<file path="src/tcm_pkg.sv">
// constants and types shared by the timer channel mode control block
package tcm_pkg;

   // register byte offsets on the wishbone bus
   localparam logic [7:0]  OFS_MODE         = 8'h18;
   localparam logic [7:0]  OFS_ENABLE       = 8'h20;
   localparam logic [7:0]  OFS_CMP1         = 8'h34;
   localparam logic [7:0]  OFS_CMP2         = 8'h38;
   localparam logic [7:0]  OFS_STATUS       = 8'h3C;

   // reset values
   localparam logic [15:0] RST_MODE         = 16'h0000;
   localparam logic [1:0]  RST_ENABLE       = 2'h0;
   localparam logic [15:0] RST_CMP          = 16'h0000;

   // per-channel field layout inside the mode register
   localparam int          NUM_CH           = 2;
   localparam int          CH_STRIDE        = 8;
   localparam int          SEL_LSB          = 0;
   localparam int          FAST_BIT         = 2;
   localparam int          SHADOW_BIT       = 3;
   localparam int          FUNC_LSB         = 4;
   localparam int          CLEAR_BIT        = 7;
   localparam int          DIV_LSB          = 2;
   localparam int          FILT_LSB         = 4;

   // enable bit of channel n sits at n * EN_STRIDE in the enable register
   localparam int          EN_STRIDE        = 4;

   // status register bit positions
   localparam int          ST_REF_LSB       = 0;
   localparam int          ST_FILT_LSB      = 2;
   localparam int          ST_CAP_LSB       = 4;

   // trigger to output latency in clock cycles
   localparam int          FAST_TRIG_CYCLES = 3;
   localparam int          SLOW_TRIG_CYCLES = 5;

   // direction select codes
   localparam logic [1:0]  DIR_OUTPUT       = 2'h0;
   localparam logic [1:0]  DIR_OWN_INPUT    = 2'h1;
   localparam logic [1:0]  DIR_NEIGHBOUR    = 2'h2;
   localparam logic [1:0]  DIR_INT_TRIGGER  = 2'h3;

   typedef enum logic [2:0] {
      CMP_FROZEN    = 3'b000,
      CMP_SET_MATCH = 3'b001,
      CMP_CLR_MATCH = 3'b010,
      CMP_TOGGLE    = 3'b011,
      CMP_FORCE_LO  = 3'b100,
      CMP_FORCE_HI  = 3'b101,
      CMP_PWM1      = 3'b110,
      CMP_PWM2      = 3'b111
   } tcm_cmp_mode_t;

endpackage : tcm_pkg

</file>
<file path="src/tcm_top.sv">
// capture/compare mode control for timer channels 1 and 2 with wishbone slave
//
// Register access over Wishbone was chosen for this implementation.
`timescale 1ns/1ns
`default_nettype none
module tcm_top (
   input  wire logic        clk,                        // timer kernel clock
   input  wire logic        rst,                        // synchronous reset, active high
   input  wire logic        wb_cyc_i,                   // wishbone cycle
   input  wire logic        wb_stb_i,                   // wishbone strobe
   input  wire logic        wb_we_i,                    // wishbone write enable
   input  wire logic [7:0]  wb_adr_i,                   // wishbone byte address
   input  wire logic [3:0]  wb_sel_i,                   // wishbone byte lanes
   input  wire logic [31:0] wb_dat_i,                   // wishbone write data
   output var  logic [31:0] wb_dat_o,                   // wishbone read data
   output var  logic        wb_ack_o,                   // wishbone acknowledge
   input  wire logic        timer_input_one,            // channel 1 pin input
   input  wire logic        timer_input_two,            // channel 2 pin input
   input  wire logic        internal_trigger_source,    // internal trigger level
   input  wire logic        trigger_source_internal,    // internal trigger is selected
   input  wire logic        filtered_external_trigger,  // external clear input
   input  wire logic [15:0] counter_value,              // running counter
   input  wire logic        count_down,                 // counter direction, 1 = down
   input  wire logic        update_event,               // update event pulse
   input  wire logic        trigger_edge,               // active trigger input edge
   output var  logic        ch1_compare_reference,      // channel 1 reference level
   output var  logic        ch2_compare_reference,      // channel 2 reference level
   output var  logic        ch1_capture_event,          // channel 1 capture pulse
   output var  logic        ch2_capture_event           // channel 2 capture pulse
);
   import tcm_pkg::*;

   typedef struct packed {
      logic [15:0]      mode;
      logic [1:0]       en;
      logic [1:0][15:0] cmp_shadow;
      logic [1:0][15:0] cmp_act;
      logic [1:0]       ref_lvl;
      logic [1:0]       prev_cmp;
      logic [1:0][2:0]  prev_func;
      logic [1:0]       trig_pipe;
      logic [1:0][2:0]  div_cnt;
      logic [1:0]       filt_prev;
      logic [1:0]       cap;
      logic [4:0]       samp_cnt;
      logic             ack;
      logic [31:0]      dat;
   } tcm_state_t;

   tcm_state_t st_reg;
   tcm_state_t st_next;

   logic [1:0] ti;
   logic [1:0] raw_in;
   logic [1:0] filt;

   assign ti = {timer_input_two, timer_input_one};

   // input mapping for each channel
   always_comb begin
      raw_in = 2'b00;
      for (int ch = 0; ch < NUM_CH; ch++) begin
         case (st_reg.mode[ch*CH_STRIDE+SEL_LSB +: 2])
            DIR_OWN_INPUT:   raw_in[ch] = ti[ch];
            DIR_NEIGHBOUR:   raw_in[ch] = ti[1-ch];
            DIR_INT_TRIGGER: raw_in[ch] = internal_trigger_source
                                          & trigger_source_internal;
            default:         raw_in[ch] = 1'b0;
         endcase
      end
   end

   generate
      for (genvar g = 0; g < NUM_CH; g++) begin : g_filt
         tcm_filter u_filt (
            .clk      (clk),
            .rst      (rst),
            .raw_in   (raw_in[g]),
            .code     (st_reg.mode[g*CH_STRIDE+FILT_LSB +: 4]),
            .div_cnt  (st_reg.samp_cnt),
            .filt_out (filt[g])
         );
      end
   endgenerate

   always_comb begin
      logic          req;
      logic [15:0]   wval;
      logic [15:0]   cmpv;
      logic [1:0]    dsel;
      logic [2:0]    func;
      logic          cmp_raw;
      logic          pwm_lvl;
      logic          is_pwm;
      logic          rise;
      logic [2:0]    div_top;
      logic [1:0]    div_code;
      logic [7:0]    ofs;
      req      = 1'b0;
      wval     = 16'h0000;
      cmpv     = 16'h0000;
      dsel     = 2'h0;
      func     = 3'h0;
      cmp_raw  = 1'b0;
      pwm_lvl  = 1'b0;
      is_pwm   = 1'b0;
      rise     = 1'b0;
      div_top  = 3'h0;
      div_code = 2'h0;
      ofs      = {wb_adr_i[7:2], 2'b00};

      st_next           = st_reg;
      st_next.ack       = 1'b0;
      st_next.cap       = 2'b00;
      st_next.samp_cnt  = st_reg.samp_cnt + 5'h01;
      st_next.trig_pipe = {st_reg.trig_pipe[0], trigger_edge};

      // per-channel compare and capture behaviour
      for (int ch = 0; ch < NUM_CH; ch++) begin
         dsel     = st_reg.mode[ch*CH_STRIDE+SEL_LSB +: 2];
         func     = st_reg.mode[ch*CH_STRIDE+FUNC_LSB +: 3];
         div_code = st_reg.mode[ch*CH_STRIDE+DIV_LSB +: 2];
         cmpv     = st_reg.cmp_act[ch];
         is_pwm   = (func == CMP_PWM1) || (func == CMP_PWM2);
         cmp_raw  = count_down ? !(counter_value > cmpv)
                               : (counter_value < cmpv);
         pwm_lvl  = (func == CMP_PWM2) ? !cmp_raw : cmp_raw;

         if (dsel == DIR_OUTPUT) begin
            // normal path follows counter and compare value
            case (func)
               CMP_FROZEN: begin
                  st_next.ref_lvl[ch] = st_reg.ref_lvl[ch];
               end
               CMP_SET_MATCH: begin
                  if (counter_value == cmpv) st_next.ref_lvl[ch] = 1'b1;
               end
               CMP_CLR_MATCH: begin
                  if (counter_value == cmpv) st_next.ref_lvl[ch] = 1'b0;
               end
               CMP_TOGGLE: begin
                  if (counter_value == cmpv) st_next.ref_lvl[ch] = !st_reg.ref_lvl[ch];
               end
               CMP_FORCE_LO: begin
                  st_next.ref_lvl[ch] = 1'b0;
               end
               CMP_FORCE_HI: begin
                  st_next.ref_lvl[ch] = 1'b1;
               end
               CMP_PWM1, CMP_PWM2: begin
                  if ((cmp_raw != st_reg.prev_cmp[ch]) ||
                      (st_reg.prev_func[ch] == CMP_FROZEN) ||
                      (st_reg.prev_func[ch] != func)) begin
                     st_next.ref_lvl[ch] = pwm_lvl;
                  end
               end
               default: begin
                  st_next.ref_lvl[ch] = st_reg.ref_lvl[ch];
               end
            endcase
            // trigger edge acts as a match, output level moves at the third edge
            if (st_reg.mode[ch*CH_STRIDE+FAST_BIT] && is_pwm
                && st_reg.trig_pipe[1]) begin
               st_next.ref_lvl[ch] = (func == CMP_PWM2);
            end
            if (st_reg.mode[ch*CH_STRIDE+CLEAR_BIT] && filtered_external_trigger) begin
               st_next.ref_lvl[ch] = 1'b0;
            end
            if (update_event && st_reg.mode[ch*CH_STRIDE+SHADOW_BIT]) begin
               st_next.cmp_act[ch] = st_reg.cmp_shadow[ch];
            end
            st_next.div_cnt[ch] = 3'h0;
         end else begin
            // capture path: rising edge of the filtered input
            rise    = filt[ch] && !st_reg.filt_prev[ch];
            div_top = {div_code == 2'h3, div_code >= 2'h2, div_code >= 2'h1};
            if (!st_reg.en[ch]) begin
               st_next.div_cnt[ch] = 3'h0;
            end else if (rise) begin
               if (st_reg.div_cnt[ch] == div_top) begin
                  st_next.div_cnt[ch]    = 3'h0;
                  st_next.cap[ch]        = 1'b1;
                  st_next.cmp_act[ch]    = counter_value;
                  st_next.cmp_shadow[ch] = counter_value;
               end else begin
                  st_next.div_cnt[ch] = st_reg.div_cnt[ch] + 3'h1;
               end
            end
         end
         st_next.filt_prev[ch] = filt[ch];
         st_next.prev_cmp[ch]  = cmp_raw;
         st_next.prev_func[ch] = func;
      end

      // wishbone classic slave, one wait state then ack for one cycle
      req = wb_cyc_i && wb_stb_i && !st_reg.ack;
      if (req) begin
         st_next.ack = 1'b1;
         st_next.dat = 32'h0000_0000;
         if (wb_we_i) begin
            case (ofs)
               OFS_MODE: begin
                  for (int ch = 0; ch < NUM_CH; ch++) begin
                     if (wb_sel_i[ch]) begin
                        // fields above the direction bits
                        st_next.mode[ch*CH_STRIDE+2 +: 6] =
                           wb_dat_i[ch*CH_STRIDE+2 +: 6];
                        if (!st_reg.en[ch]) begin
                           st_next.mode[ch*CH_STRIDE+SEL_LSB +: 2] =
                              wb_dat_i[ch*CH_STRIDE+SEL_LSB +: 2];
                        end
                     end
                  end
               end
               OFS_ENABLE: begin
                  if (wb_sel_i[0]) begin
                     st_next.en[0] = wb_dat_i[0];
                     st_next.en[1] = wb_dat_i[EN_STRIDE];
                  end
               end
               OFS_CMP1, OFS_CMP2: begin
                  for (int ch = 0; ch < NUM_CH; ch++) begin
                     if (ofs == ((ch == 0) ? OFS_CMP1 : OFS_CMP2)) begin
                        wval = st_reg.cmp_shadow[ch];
                        if (wb_sel_i[0]) wval[7:0] = wb_dat_i[7:0];
                        if (wb_sel_i[1]) wval[15:8] = wb_dat_i[15:8];
                        st_next.cmp_shadow[ch] = wval;
                        if (!st_reg.mode[ch*CH_STRIDE+SHADOW_BIT]) begin
                           st_next.cmp_act[ch] = wval;
                        end
                     end
                  end
               end
               default: begin
                  st_next.dat = 32'h0000_0000;
               end
            endcase
         end else begin
            case (ofs)
               OFS_MODE:   st_next.dat = {16'h0000, st_reg.mode};
               OFS_ENABLE: st_next.dat = {27'h0, st_reg.en[1], 3'h0, st_reg.en[0]};
               OFS_CMP1:   st_next.dat = {16'h0000, st_reg.cmp_shadow[0]};
               OFS_CMP2:   st_next.dat = {16'h0000, st_reg.cmp_shadow[1]};
               OFS_STATUS: begin
                  st_next.dat[ST_REF_LSB +: 2]  = st_reg.ref_lvl;
                  st_next.dat[ST_FILT_LSB +: 2] = filt;
                  st_next.dat[ST_CAP_LSB +: 2]  = st_reg.cap;
               end
               default:    st_next.dat = 32'h0000_0000;
            endcase
         end
      end
   end

   always_ff @(posedge clk) begin
      if (rst) begin
         st_reg            <= '0;
         st_reg.mode       <= RST_MODE;
         st_reg.en         <= RST_ENABLE;
         st_reg.cmp_shadow <= {RST_CMP, RST_CMP};
         st_reg.cmp_act    <= {RST_CMP, RST_CMP};
      end else begin
         st_reg <= st_next;
      end
   end

   assign wb_dat_o              = st_reg.dat;
   assign wb_ack_o              = st_reg.ack;
   assign ch1_compare_reference = st_reg.ref_lvl[0];
   assign ch2_compare_reference = st_reg.ref_lvl[1];
   assign ch1_capture_event     = st_reg.cap[0];
   assign ch2_capture_event     = st_reg.cap[1];

endmodule : tcm_top
`default_nettype wire

</file>
<file path="src/tcm_filter.sv">
// digital input filter: an event counter with a selectable sampling rate
`timescale 1ns/1ns
`default_nettype none
module tcm_filter (
   input  wire logic       clk,        // timer kernel clock
   input  wire logic       rst,        // synchronous reset, active high
   input  wire logic       raw_in,     // mapped channel input
   input  wire logic [3:0] code,       // filter code of the channel
   input  wire logic [4:0] div_cnt,    // free-running sampling divider
   output var  logic       filt_out    // filtered level
);
   import tcm_pkg::*;

   typedef struct packed {
      logic [3:0] agree;
      logic       level;
   } tcm_filt_state_t;

   tcm_filt_state_t st_reg;
   tcm_filt_state_t st_next;

   logic [4:0] div_mask;
   logic [3:0] len;
   logic       tick;

   // sampling divider mask and filter length per code
   always_comb begin
      div_mask = 5'h00;
      len      = 4'h1;
      case (code)
         4'h0: begin div_mask = 5'h00; len = 4'h1; end
         4'h1: begin div_mask = 5'h00; len = 4'h2; end
         4'h2: begin div_mask = 5'h00; len = 4'h4; end
         4'h3: begin div_mask = 5'h00; len = 4'h8; end
         4'h4: begin div_mask = 5'h01; len = 4'h6; end
         4'h5: begin div_mask = 5'h01; len = 4'h8; end
         4'h6: begin div_mask = 5'h03; len = 4'h6; end
         4'h7: begin div_mask = 5'h03; len = 4'h8; end
         4'h8: begin div_mask = 5'h07; len = 4'h6; end
         4'h9: begin div_mask = 5'h07; len = 4'h8; end
         4'hA: begin div_mask = 5'h0F; len = 4'h5; end
         4'hB: begin div_mask = 5'h0F; len = 4'h6; end
         4'hC: begin div_mask = 5'h0F; len = 4'h8; end
         4'hD: begin div_mask = 5'h1F; len = 4'h5; end
         4'hE: begin div_mask = 5'h1F; len = 4'h6; end
         4'hF: begin div_mask = 5'h1F; len = 4'h8; end
         default: begin div_mask = 5'h00; len = 4'h1; end
      endcase
   end

   assign tick = ((div_cnt & div_mask) == 5'h00);

   always_comb begin
      st_next = st_reg;
      if (code == 4'h0) begin
         st_next.level = raw_in;
         st_next.agree = 4'h0;
      end else if (tick) begin
         if (raw_in == st_reg.level) begin
            st_next.agree = 4'h0;
         end else if (st_reg.agree == len - 4'h1) begin
            st_next.level = raw_in;
            st_next.agree = 4'h0;
         end else begin
            st_next.agree = st_reg.agree + 4'h1;
         end
      end
   end

   always_ff @(posedge clk) begin
      if (rst) begin
         st_reg <= '0;
      end else begin
         st_reg <= st_next;
      end
   end

   assign filt_out = st_reg.level;

endmodule : tcm_filter
`default_nettype wire

</file>
<file path="config.mk">
export PLATFORM = sky130hd
export DESIGN_NAME = tcm_top
export DESIGN_NICKNAME = d
export VERILOG_FILES = /design/src/tcm_pkg.sv /design/src/tcm_top.sv /design/src/tcm_filter.sv
export SDC_FILE = /design/constraint.sdc
export NUM_CORES = 1
export LEC_CHECK = 0
export BUFFER_PORTS_ARGS = -buffer_cell sky130_fd_sc_hd__buf_2
export CAP_MARGIN = 20
export CORE_UTILIZATION = 30
export CTS_CLUSTER_SIZE = 8
export DETAILED_ROUTE_END_ITERATION = 10
export GPL_TIMING_DRIVEN = 0
export PLACE_DENSITY_LB_ADDON = 0.3
export SLEW_MARGIN = 20
export SYNTH_ARGS = -nofsm -noshare
export SYNTH_HDL_FRONTEND = slang
export SYNTH_SLANG_ARGS = --single-unit
</file>
<file path="constraint.sdc">
create_clock -name clk -period 3.61 [get_ports clk]
set_clock_uncertainty 0.15 [all_clocks]
set_input_delay 0.361 -clock clk [delete_from_list [all_inputs] [get_ports clk]]
set_output_delay 0.361 -clock clk [all_outputs]
set_load 0.005 [all_outputs]
</file>
* Word-level counts from Yosys, hierarchy flattened *
Memories as Yosys holds them, arrays and structs flattened. A register that Yosys moved wholly into a read port is not among the register bits.
Index checks and enable logic that the tools add are counted.

word-level totals
  bits in registers = 152
  bits in read-only memories = 288
  output and inout port bits = 37
  memories = 2

memories
  memory           words  bits a word  read ports  clocked after memory_dff  write ports  RTL line          source
  (no name shown)  16     9            1           1                         0            tcm_filter.sv:30  case (code)
  (no name shown)  16     9            1           1                         0            tcm_filter.sv:30

operators by class
  add/sub/neg operators = 7
  magnitude comparators = 8
  equal/unequal tests = 51
  mux-type cells = 75
  bitwise gates (word level) = 7
  reductions and logical operators = 59

operators by type and width
  operator                                       count
  two-way mux 16 bit                             25
  two-way mux 64 bit                             3
  two-way mux 33 bit                             1
  == test 16 bit                                 2
  greater-than comparator 16 bit                 2
  less-than comparator 16 bit                    2
  two-way mux 4 bit                              8
  two-way mux 8 bit                              4
  inequality test 4 bit, second input constant   8
  case mux 10 bit (3 select lines)               1
  case mux 6 bit (5 select lines)                1
  two-way mux 1 bit                              26
  == test 3 bit, second input constant           8
  == test 6 x 4 -> 1 bit, second input constant  4
  == test 2 bit, second input constant           6
  == test 3 x 2 -> 1 bit, second input constant  4
  logical AND 1 bit                              12
  zero test 3 bit                                4
  case mux 1 bit (6 select lines)                2
  AND reduction 4 bit                            3
  AND reduction 6 bit                            2
  AND 5 bit                                      2
  zero test 5 bit                                2
  AND reduction 5 bit                            2
  other kinds (29)                               73

* Logic depth before layout (Yosys ltp) *
Gate-level depths: netlist (run 1).

  word-level depth = 11
  depth in mapped cells = 11

* Cells and area by module *
A second synthesis (run 1) with hierarchy kept.

unflattened totals
  cells, all modules = 1048
  area total of the unflattened synthesis = 8774.7 um^2

modules (own cells, without submodules)
  module                         times used  cells an instance  area an instance (um^2)  sequential area each (um^2)
  tcm_top                        1           897                7480.9                   2522.4
  tcm_filter (g_filt[1].u_filt)  1           75                 654.4                    100.1
  tcm_filter (g_filt[0].u_filt)  1           76                 639.4                    100.1

* Worst setup path before layout (run 1) *
Ideal clock, no wire load.

  path kind = in2reg
  start point = input counter_value[15]
  end point = register st_reg, in the netlist ch1_compare_reference
  setup time = 0.116 ns
  data arrival time = 2.216 ns
  setup slack = 1.127 ns
  cell stages on the path = 8
  cell sequence = ha_1 -> nand4_2 -> or3_1 -> a21oi_2 -> nor4_1 -> or4b_4 -> and3_1 -> a41o_1

on the way
  cells in the longest elaborated chain, start to end = 9
  elaborated cells on any way between the ends = 19
  those cells by class = order compare: 2; eq/ne: 6; mux: 6; reduce/logical: 5

ends and longest elaborated chain
  element                          RTL line        source
  from (decl)                      tcm_top.sv:22   input wire logic [15:0] counter_value,
  greater-than comparator 16 bit   tcm_top.sv:125  cmp_raw = count_down ? !(counter_value > cmpv)
  zero test 1 bit                  tcm_top.sv:125
  two-way mux 1 bit                tcm_top.sv:125
  zero test 1 bit                  tcm_top.sv:127  pwm_lvl = (func == CMP_PWM2) ? !cmp_raw : cmp_raw;
  two-way mux 1 bit                tcm_top.sv:127
  two-way mux 1 bit                tcm_top.sv:151  if ((cmp_raw != st_reg.prev_cmp[ch]) ||
  case mux 1 bit (6 select lines)  tcm_top.sv:131  case (func)
  two-way mux 1 bit                tcm_top.sv:162  if (st_reg.mode[ch*CH_STRIDE+FAST_BIT] && is_pwm
  two-way mux 1 bit                tcm_top.sv:166  if (st_reg.mode[ch*CH_STRIDE+CLEAR_BIT] && filtered_external_trigger) begin
  to (signal assigned)             tcm_top.sv:263  st_reg <= st_next;
  to (decl)                        tcm_top.sv:50   tcm_state_t st_reg;

Parallel ways exist; a longest one is shown, timed or not. The select of a mux whose other input is x is not followed.
A chain may end at the register's enable or synchronous reset.

* Final worst setup path (run 1) *
  start point = register st_reg, in the netlist wb_ack_o
  end point = register g_filt[1].u_filt.len[2] (netlist name)

on the way
  cells in the longest elaborated chain, start to end = 5

ends and longest elaborated chain
  element                                   RTL line        source
  zero test 1 bit                           tcm_top.sv:196  req = wb_cyc_i && wb_stb_i && !st_reg.ack;
  logical AND 1 bit                         tcm_top.sv:196
  AND reduction 4 bit (no line)             --
  two-way mux 4 bit (no line) (2 in a row)  --

No other way between the ends.

==> impl_metrics.py, run 1 <==
metrics = {
    "run_status": {
        "status": "finished clean",
    },
    "timing": {
        "max_slew.worst_pin.slew_ns": 0.9220,
        "max_freq_mhz": 328.8,
        "post-route-min-period_ns": 3.041,
        "maxSlewHeadroom": 0.3797,
        "post-route-period-util": 0.8424,
        "rsz0062_at_grt": "false",
        "fin_setup_tns_ns": 0,
        "drv_slew": 0,
        "hold_violations": 0,
        "setup_violations": 0,
    },
    "pwr": {
        "seqPwrFrac": 0.431,
        "peakVddDrop_mv": 0.3391,
        "switchingPower_mw": 1.024,
        "swShare": 0.2576,
        "power.density_nw_per_um2": 376.8,
        "pwr-share-clk": 0.498,
        "total_leakage_power_nw": 4.255,
        "internal_power_mw": 2.951,
        "pwr-share-comb": 0.072,
    },
    "yosys": {
        "yosysWarnings": 0,
        "netlist_instances": 1064,
        "ys_async_sr_fraction": 0,
        "synth-seq-cells": 154,
        "synthDistinctLibCells": 70,
        "syn_area_um2": 9012,
        "ys_seq_area_frac": 0.3421,
        "synth_edf_count": 0,
        "syn_avg_cell_area_um2": 8.470,
        "ys.flop_type": "dfxtp_1",
    },
    "critical_path": {
        "slowest_delay_ns": 0.46,
        "cp_max_fo": 10,
        "required_ns": 3.79,
        "path_cells": "nand3b_2, nor2_2, clkbuf_1, nand4b_1, nand2_1, a21oi_1, inv_1, ha_1, nand2_1, o21a_1, mux2i_1",
        "critPathTopFamily": "simple AND/OR/NAND/NOR gates",
        "crit_top_cell": "nand2_1",
        "crit_type": "reg -> reg",
        "crit_arrival_ns": 3.22,
        "cp-start-kind": "flip-flop",
        "r2r_setup_slack_ns": 0.57,
        "path_buf_inv": 2,
        "crit_slowest_cell": "clkbuf_1",
        "endpoint_kind": "flip-flop",
    },
    "grt": {
        "grt_max_degree": 17,
        "grt_pass1_vias": 7883,
        "grtUsageTotal": 0.1928,
        "grt-ovfl-total": 0,
        "antenna_found_initial": 4,
        "grt_pass1_wl_um": 45290,
    },
    "detailed_routing": {
        "ant_nets": 0,
        "wl_per_cell_um": 18.68,
        "route.detailed.drc": 0,
        "avgViaCountPerCell": 5.311,
        "drt-pass1-iter-count": 6,
        "drt_iter0_drc": 774,
        "vias": 8354,
        "wirelength_um": 29390,
    },
    "clocking": {
        "cts_buffer_depth": 2,
        "cts_tree": "built",
        "path_clk_slew_ns": 0.07,
        "cts_hold_buf": 0,
        "postCtsSetupBuffers": 0,
        "clockRootBuffer": "clkbuf_16",
        "h-tree-depth": 4,
        "cts_buffers": 17,
        "cts_sinks": 154,
        "cts_resized": 0,
        "clock_latency_ns": 0.44,
    },
    "finish": {
        "area_growth_syn_to_layout_pct": 17.03,
        "drive_above_1_share": 0.1643,
        "final_util": 0.3568,
        "nFillCells": 3086,
        "nets": 1290,
        "largest_reg_flops": 98,
    },
    "floorplanning": {
        "fp.dieH_um": 175.3,
        "core-area_um2": 29560,
        "initial_core_util": 0.3049,
        "boundaryPins": 110,
        "dieWidth_um": 175.3,
        "die_area_um2": 30740,
        "std_cell_rows": 63,
    },
    "job": {
        "maxCapViolations": 0,
    },
    "placement": {
        "gp_congestion": 0.8927,
        "dp_hpwl_um": 22430,
        "io_buffers": 70,
    },
    "worst_hold_path": {
        "hold_class": "in -> reg",
    },
}
==> cells by family after synthesis <==
kind of cell,Yosys count,share of synthesized area
AO/OA/AOI/OAI,289,0.2110
XOR/XNOR,21,0.02041
adder cells (fa/ha/maj),49,0.06803
buffers and inverters,149,0.07913
flip-flops,154,0.3421
multiplexers,101,0.1140
other,1,0.0004161
AND/OR/NAND/NOR,300,0.1649
==> metrics by stage <==
| step | power, mW | area, um2 | hold WS, ns | worst slack [ns] | std cells |
|---|---|---|---|---|---|
| 2_1_floorplan | 1.906 | 9069 | 0.2638 | 1.127 | 1079 |
| 5_1_grt | 4.092 | 10550 | 0.03552 | 0.3819 | 1573 |
| 3_3_place_gp | 2.029 | 9907 | 0.2848 | 0.4787 | 1539 |
| 4_1_cts | 3.999 | 10540 | 0.01174 | 0.6147 | 1571 |
| 3_5_place_dp | 2.029 | 9907 | 0.2803 | 0.4840 | 1539 |
| 6_report | 3.975 | 10550 | 0.03864 | 0.5688 | 1573 |
==> cells in the mapped netlist, types with 36 or more instances <==
library cell	count	area (um2)
buf_4	36	270.3
dfxtp_1	154	3083
clkbuf_1	39	146.4
a21oi_1	59	295.3
ha_1	49	613.1
a22oi_1	38	285.3
inv_1	53	198.9
nand2_1	105	394.1
mux2i_1	95	950.9
nor2_1	78	292.8
o21ai_0	62	310.3
==> routing by layer <==
metal | vias up | GRT usage | share of wire
met5 | - | 0 | 0.00027
met4 | 2 | 0.07790 | 0.029
met3 | 62 | 0.03463 | 0.061
met2 | 286 | 0.2988 | 0.45
met1 | 4030 | 0.2634 | 0.46
li1 | 3974 | - | -
==> final cells by class <==
type	count	area, um2	area share
multi-input combinational	776	5273	0.4999
clock buffer	18	439.2	0.04164
sequential	154	3083	0.2923
inverter	53	198.9	0.01886
buffer	96	514.2	0.04875
clock inverter	14	196.4	0.01862
antenna	2	5.005	0.0004745
timing repair buffer	70	350.3	0.03321
tap	390	488.0	0.04626
==> final timing paths <==
path / start / to / cells after the start
max: wb_ack_o / g_filt[1].u_filt.len[2] / 11
max reg2reg: wb_ack_o / g_filt[1].u_filt.len[2] / 11
min: trigger_edge / st_next[49] / 2
min reg2reg: st_next[49] / st_reg[49] / 1
==> power groups by stage <==
stage	logic [mW]	registers [mW]	clock network (mW)
after floorplan	0.157	1.75	0
after global placement	0.278	1.75	0
after detailed placement	0.278	1.75	0
after CTS	0.280	1.71	2.01
after global routing	0.307	1.71	2.07
final	0.285	1.71	1.98
==> layout by cell type (no fill, tap or decap), drive strengths merged, types with 6 or more instances in the layout <==
cell    netlist  final
a31o         16     16
conb          1     16
nor2         82     82
a211oi        7      7
buf          57    127
ha           49     49
xor2         15     15
nand2       105    105
a22oi        38     38
o211ai       22     22
mux2i        97     97
a21oi        60     60
o22ai        18     18
a31oi        18     18
clkbuf       39     57
nor3         13     13
o21ai        62     62
nand4        11     11
nand2b        7      7
nor4          7      7
nor2b        22     22
dfxtp       154    154
nand3        17     17
xnor2         6      6
inv          53     63
and3          8      8
a21o         22     22
Power figures use the tool's default switching activity.
==> inputs of run 2 (changes only) <==
- clock period: 3.61 -> 2.95 ns (I/O delays scaled with it)
==> run 2 against run 1 <==
  * Cell count grew 0.19%
  * Core utilization grew 0.20 points
  * Register-to-register slack lost 0.37 ns
  * Critical path type unchanged
  * Largest cell class unchanged
==> impl_metrics.py, run 2 (synthesis results as in run 1) <==
metrics = {
    "critical_path": {
        "crit_top_cell": "nand2_1",
        "crit_type": "reg -> reg",
        "endpoint_kind": "flip-flop",
        "crit_slowest_cell": "nand3b_2",
        "slowest_delay_ns": 0.35,
        "cp_max_fo": 10,
        "r2r_setup_slack_ns": 0.20,
        "crit_arrival_ns": 2.94,
        "path_cells": "nand3b_2, nor2_4, and4b_1, buf_2, nand2_1, a21oi_2, inv_1, ha_1, nand2_1, o21a_1, mux2i_1",
        "ff2ff_path_depth": 11,
        "cp-start-kind": "flip-flop",
        "required_ns": 3.13,
        "reg2reg_from": "wb_ack_o",
        "reg2reg_to": "g_filt[1].u_filt.len[2]",
    },
    "placement": {
        "gp_congestion": 0.8927,
        "io_buffers": 70,
        "dp_hpwl_um": 22430,
        "pre_cts_slack_ns": -0.1100,
    },
    "grt": {
        "use_met3": 0.03463,
        "grt.busiest_layer": "met2",
        "antenna_found_initial": 4,
        "grt-ovfl-total": 0,
        "use_met2": 0.3003,
        "grt_pass1_wl_um": 45330,
        "grt_max_degree": 17,
        "grtUsageTotal": 0.1929,
        "use_met1": 0.2634,
        "grt_pass1_vias": 7880,
    },
    "detailed_routing": {
        "avgViaCountPerCell": 5.342,
        "wirelength_um": 29500,
        "wl_per_cell_um": 18.72,
        "drt_iter0_drc": 705,
        "route.detailed.drc": 0,
        "vias": 8419,
        "ant_nets": 0,
        "drt-pass1-iter-count": 7,
    },
    "floorplanning": {
        "std_cell_rows": 63,
        "die_area_um2": 30740,
        "core-area_um2": 29560,
        "dieWidth_um": 175.3,
        "fp.dieH_um": 175.3,
        "boundaryPins": 110,
        "initial_core_util": 0.3049,
    },
    "timing": {
        "timing.final.ws_setup_ns": 0.1965,
        "maxSlewHeadroom": 0.4138,
        "drv_slew": 0,
        "post-route-period-util": 0.9334,
        "post-route-min-period_ns": 2.753,
        "setup_violations": 0,
        "max_slew.worst_pin.slew_ns": 0.8792,
        "rsz0062_at_grt": "false",
        "max_freq_mhz": 363.2,
        "hold_violations": 0,
    },
    "clocking": {
        "cts_buffers": 17,
        "cts_buffer_depth": 2,
        "postCtsSetupBuffers": 0,
        "cts_sinks": 154,
        "cts_tree": "built",
        "clock_latency_ns": 0.44,
        "clockRootBuffer": "clkbuf_16",
        "path_clk_slew_ns": 0.07,
        "h-tree-depth": 4,
    },
    "job": {
        "maxCapViolations": 0,
    },
    "finish": {
        "drive_above_1_share": 0.1689,
        "regArea_um2": 3083,
        "nets": 1293,
        "largest_reg_flops": 98,
        "area_growth_syn_to_layout_pct": 17.69,
        "layout_commonest_cell": "dfxtp_1",
        "layout_common_cells": "dfxtp_1, nand2_1, mux2i_1, buf_2, nor2_1",
        "nFillCells": 3077,
        "multi_input_area_um2": 5300,
    },
    "pwr": {
        "total_leakage_power_nw": 4.276,
        "peakVddDrop_mv": 0.4178,
        "p_total_mw": 4.869,
        "power.density_nw_per_um2": 459.1,
    },
    "worst_hold_path": {
        "hold_class": "in -> reg",
        "hold_start": "wb_dat_i[1]",
        "holdPathStages": 3,
        "holdPathEnd": "st_reg[127]",
    },
    "run_status": {
        "status": "finished clean",
    },
}
-- run 2: metal layers --
metal | wire length (um) | part of all wire | vias up
met5 | 8 | 0.00027 | -
met4 | 826 | 0.028 | 2
met3 | 1850 | 0.063 | 54
met2 | 13310 | 0.45 | 316
met1 | 13500 | 0.46 | 4054
li1 | - | - | 3993
-- run 2: cell type report --
cell class / instances / share of cell area
buffer: 96 / 0.04860
multi-input combinational: 776 / 0.4997
sequential: 154 / 0.2907
timing repair buffer: 73 / 0.03586
antenna: 2 / 0.0004719
clock inverter: 14 / 0.01852
clock buffer: 18 / 0.04141
tap: 390 / 0.04601
inverter: 53 / 0.01876
-- run 2: worst max-delay path by stage --
stage,startpoint,slack (ns),end,depth (start not counted)
after floorplan,st_reg[75],0.49,ch1_compare_reference,9
after global placement,rst,-0.12,g_filt[0].u_filt.len[2],10
after detailed placement,rst,-0.11,g_filt[0].u_filt.len[2],10
after CTS,wb_ack_o,0.05,g_filt[1].u_filt.len[2],11
after global routing,wb_ack_o,0.02,g_filt[1].u_filt.len[2],11
final,wb_ack_o,0.20,g_filt[1].u_filt.len[2],11
-- run 2: per-stage QoR --
stage / hold slack (ns) / TNS (ns) / utilization / area (um2) / std cells
floorplan: 0.2638 / 0 / - / 9069 / 1079
global placement: 0.2848 / -0.2374 / 0.3352 / 9907 / 1539
detailed placement: 0.2803 / -0.3155 / 0.3352 / 9907 / 1539
CTS: 0.001151 / 0 / 0.3577 / 10570 / 1574
global route: 0.03187 / 0 / 0.3588 / 10610 / 1576
finish: 0.02907 / 0 / 0.3588 / 10610 / 1576
-- run 2: worst max-delay path: cells and delay by family, from the launching register on --
family	cells	cell delay, ns
and+or+nand+nor	5	1.01
buffers and inverters	2	0.36
adders and majority gates	1	0.31
muxes	1	0.06
DFF	1	0.30
AOI/OAI and AO/OA	2	0.45
-- run 2: timing repair --
action | 4_1_cts | 5_1_grt
resized for setup | 1 | 6
endpoints found under the setup margin | 3 | 13
hold endpoints to repair | 3 | 0
hold buffers | 3 | 0
-- run 2: power by group --
| group | switching, mW | internal, mW |
|---|---|---|
| Clock | 1.02 | 1.40 |
| Combinational | 0.222 | 0.131 |
| Sequential | 0.00836 | 2.09 |
| Total | 1.26 | 3.61 |
==> inputs of run 3 (changes only) <==
- BUFFER_PORTS_ARGS: -buffer_cell sky130_fd_sc_hd__buf_2 -> unset
- DONT_BUFFER_PORTS: unset -> 1
==> run 3 against run 2 <==
  * Cell area is 0.60% lower
  * Register-to-register slack got worse by 0.07 ns
  * Combinational power shrank 6.5%
  * Global-route usage rose by 1.3 points
  * Sequential share of layout area increased by 0.18 points
  * Flip-flop and latch count stayed put
  * Critical path type unchanged
  * Critical endpoint unchanged
  * Largest cell class unchanged
==> impl_metrics.py, run 3 (synthesis results as in run 1) <==
metrics = {
    "grt": {
        "grt_pass1_vias": 7834,
        "grt-ovfl-total": 0,
        "grt_pass1_wl_um": 47470,
        "antenna_found_initial": 5,
        "grtUsageTotal": 0.2062,
        "grt_max_degree": 17,
    },
    "detailed_routing": {
        "wirelength_um": 31390,
        "route.detailed.drc": 0,
        "highest_layer": "met5",
        "ant_nets": 0,
        "dr_wl_met2_um": 14050,
        "routed-wl-met3_um": 2509,
        "drt-met1-wl_um": 13250,
        "wl_per_cell_um": 20.40,
        "drt_iter0_drc": 766,
        "avgViaCountPerCell": 5.413,
        "vias": 8331,
        "drt-pass1-iter-count": 5,
    },
    "critical_path": {
        "slowest_delay_ns": 0.34,
        "crit_slowest_cell": "nand3b_2",
        "crit_type": "reg -> reg",
        "cp_max_fo": 10,
        "endpoint_kind": "flip-flop",
        "crit_top_cell": "nand2_1",
        "crit_arrival_ns": 3.00,
        "cp-start-kind": "flip-flop",
        "r2r_setup_slack_ns": 0.12,
        "required_ns": 3.12,
        "path_cells": "nand3b_2, nor2_2, clkbuf_2, nand4b_1, nand2_1, a21oi_4, inv_1, ha_1, nand2_1, o21a_1, mux2i_1",
    },
    "floorplanning": {
        "std_cell_rows": 63,
        "core-area_um2": 29560,
        "dieWidth_um": 175.3,
        "fp.dieH_um": 175.3,
        "die_area_um2": 30740,
        "boundaryPins": 110,
        "initial_core_util": 0.3049,
    },
    "finish": {
        "nFillCells": 3045,
        "final_area_um2": 10540,
        "layout_common_cells": "dfxtp_1, nand2_1, mux2i_1, nor2_1, o21ai_0",
        "area_growth_syn_to_layout_pct": 16.98,
        "nets": 1255,
        "largest_reg_flops": 98,
        "drive_above_1_share": 0.1134,
        "layout_commonest_cell": "dfxtp_1",
    },
    "pwr": {
        "peakVddDrop_mv": 0.4249,
        "total_leakage_power_nw": 4.081,
        "p_total_mw": 4.716,
        "power.density_nw_per_um2": 447.4,
    },
    "timing": {
        "fin_setup_tns_ns": 0,
        "drv_slew": 0,
        "holdWs_ns": 0.008577,
        "max_slew.worst_pin.slew_ns": 0.8618,
        "max_freq_mhz": 354.0,
        "maxSlewHeadroom": 0.4202,
        "post-route-period-util": 0.9577,
        "post-route-min-period_ns": 2.825,
        "setup_violations": 0,
        "rsz0062_at_grt": "true",
        "hold_violations": 0,
        "timing.final.ws_setup_ns": 0.1247,
    },
    "placement": {
        "placed_cell_area_um2": 9557,
        "io_buffers": 0,
        "dp_hpwl_um": 22410,
        "gp_congestion": 0.9150,
        "pre_cts_slack_ns": -0.05249,
    },
    "clocking": {
        "postCtsSetupBuffers": 0,
        "cts_buffer_depth": 2,
        "cts_tree": "built",
        "clockRootBuffer": "clkbuf_16",
        "cts_sinks": 154,
        "cts_buffers": 17,
        "path_clk_slew_ns": 0.07,
        "h-tree-depth": 4,
        "clock_latency_ns": 0.44,
    },
    "worst_hold_path": {
        "hold_class": "in -> reg",
    },
    "run_status": {
        "status": "finished clean",
    },
    "job": {
        "maxCapViolations": 0,
    },
}
## run 3: changes by cell type in the layout (fill, tap and decap cells not counted), sizes merged
cell / delta
clkinv: +4
buf: -70
clkinvlp: +1
bufinv: -1
dlygate4sd3: +32
inv: -4
diode: +1
## run 3: what timing repair did
action / 4_1_cts / 5_1_grt
endpoints found under the hold margin: 86 / 0
hold buffers: 35 / 0
setup endpoints to repair: 4 / 16
cloned: 0 / 0
pin swaps: 0 / 0
gates resized for setup: 1 / 6
## run 3: worst paths after layout
check                                  to         start  cells past startpoint
setup / recovery  g_filt[1].u_filt.len[2]      wb_ack_o                     11
hold / removal                 st_reg[71]  wb_dat_i[11]                      2
setup reg to reg  g_filt[1].u_filt.len[2]      wb_ack_o                     11
hold reg to reg                st_reg[49]   st_next[49]                      1
## run 3: per-layer routing
metal | vias up | GRT usage
met2 | 308 | 0.3224
met3 | 83 | 0.04848
met4 | 4 | 0.1105
met5 | - | 0
met1 | 4007 | 0.2621
li1 | 3929 | -
## run 3: cell type report
class / count / area (um2) / area share
multi-input cells: 776 / 5299 / 0.5026
flip-flops and latches: 154 / 3083 / 0.2924
plain buffers: 96 / 515.5 / 0.04890
well taps: 390 / 488.0 / 0.04629
clock buffers: 18 / 439.2 / 0.04166
repair buffers: 35 / 350.3 / 0.03323
inverters: 53 / 198.9 / 0.01887
clock inverters: 14 / 161.4 / 0.01531
diodes: 3 / 7.507 / 0.0007121
## run 3: worst max-delay path, delay by kind of cell (launching register included)
family | cells | cell delay, ns
flops | 1 | 0.33
simple gates | 5 | 1.27
buf+inv | 2 | 0.45
mux | 1 | 0.06
compound gates | 2 | 0.23
fa+ha+maj | 1 | 0.25
## run 3: power by group
part           leakage (nW)  switching [mW]  total [mW]  internal [mW]
clock                 0.296           0.998        2.29           1.29
combinational          2.54           0.194       0.331          0.137
sequential             1.24         0.00897        2.10           2.09
total                  4.08            1.20        4.72           3.52
## run 3: stage by stage
| stage | utilization | instances |
|---|---|---|
| final | 0.3567 | 1539 |
| after global routing | 0.3565 | 1537 |
| after CTS | 0.3555 | 1536 |
| after detailed placement | 0.3233 | 1469 |
| after global placement | 0.3233 | 1469 |
| after floorplan | - | 1079 |
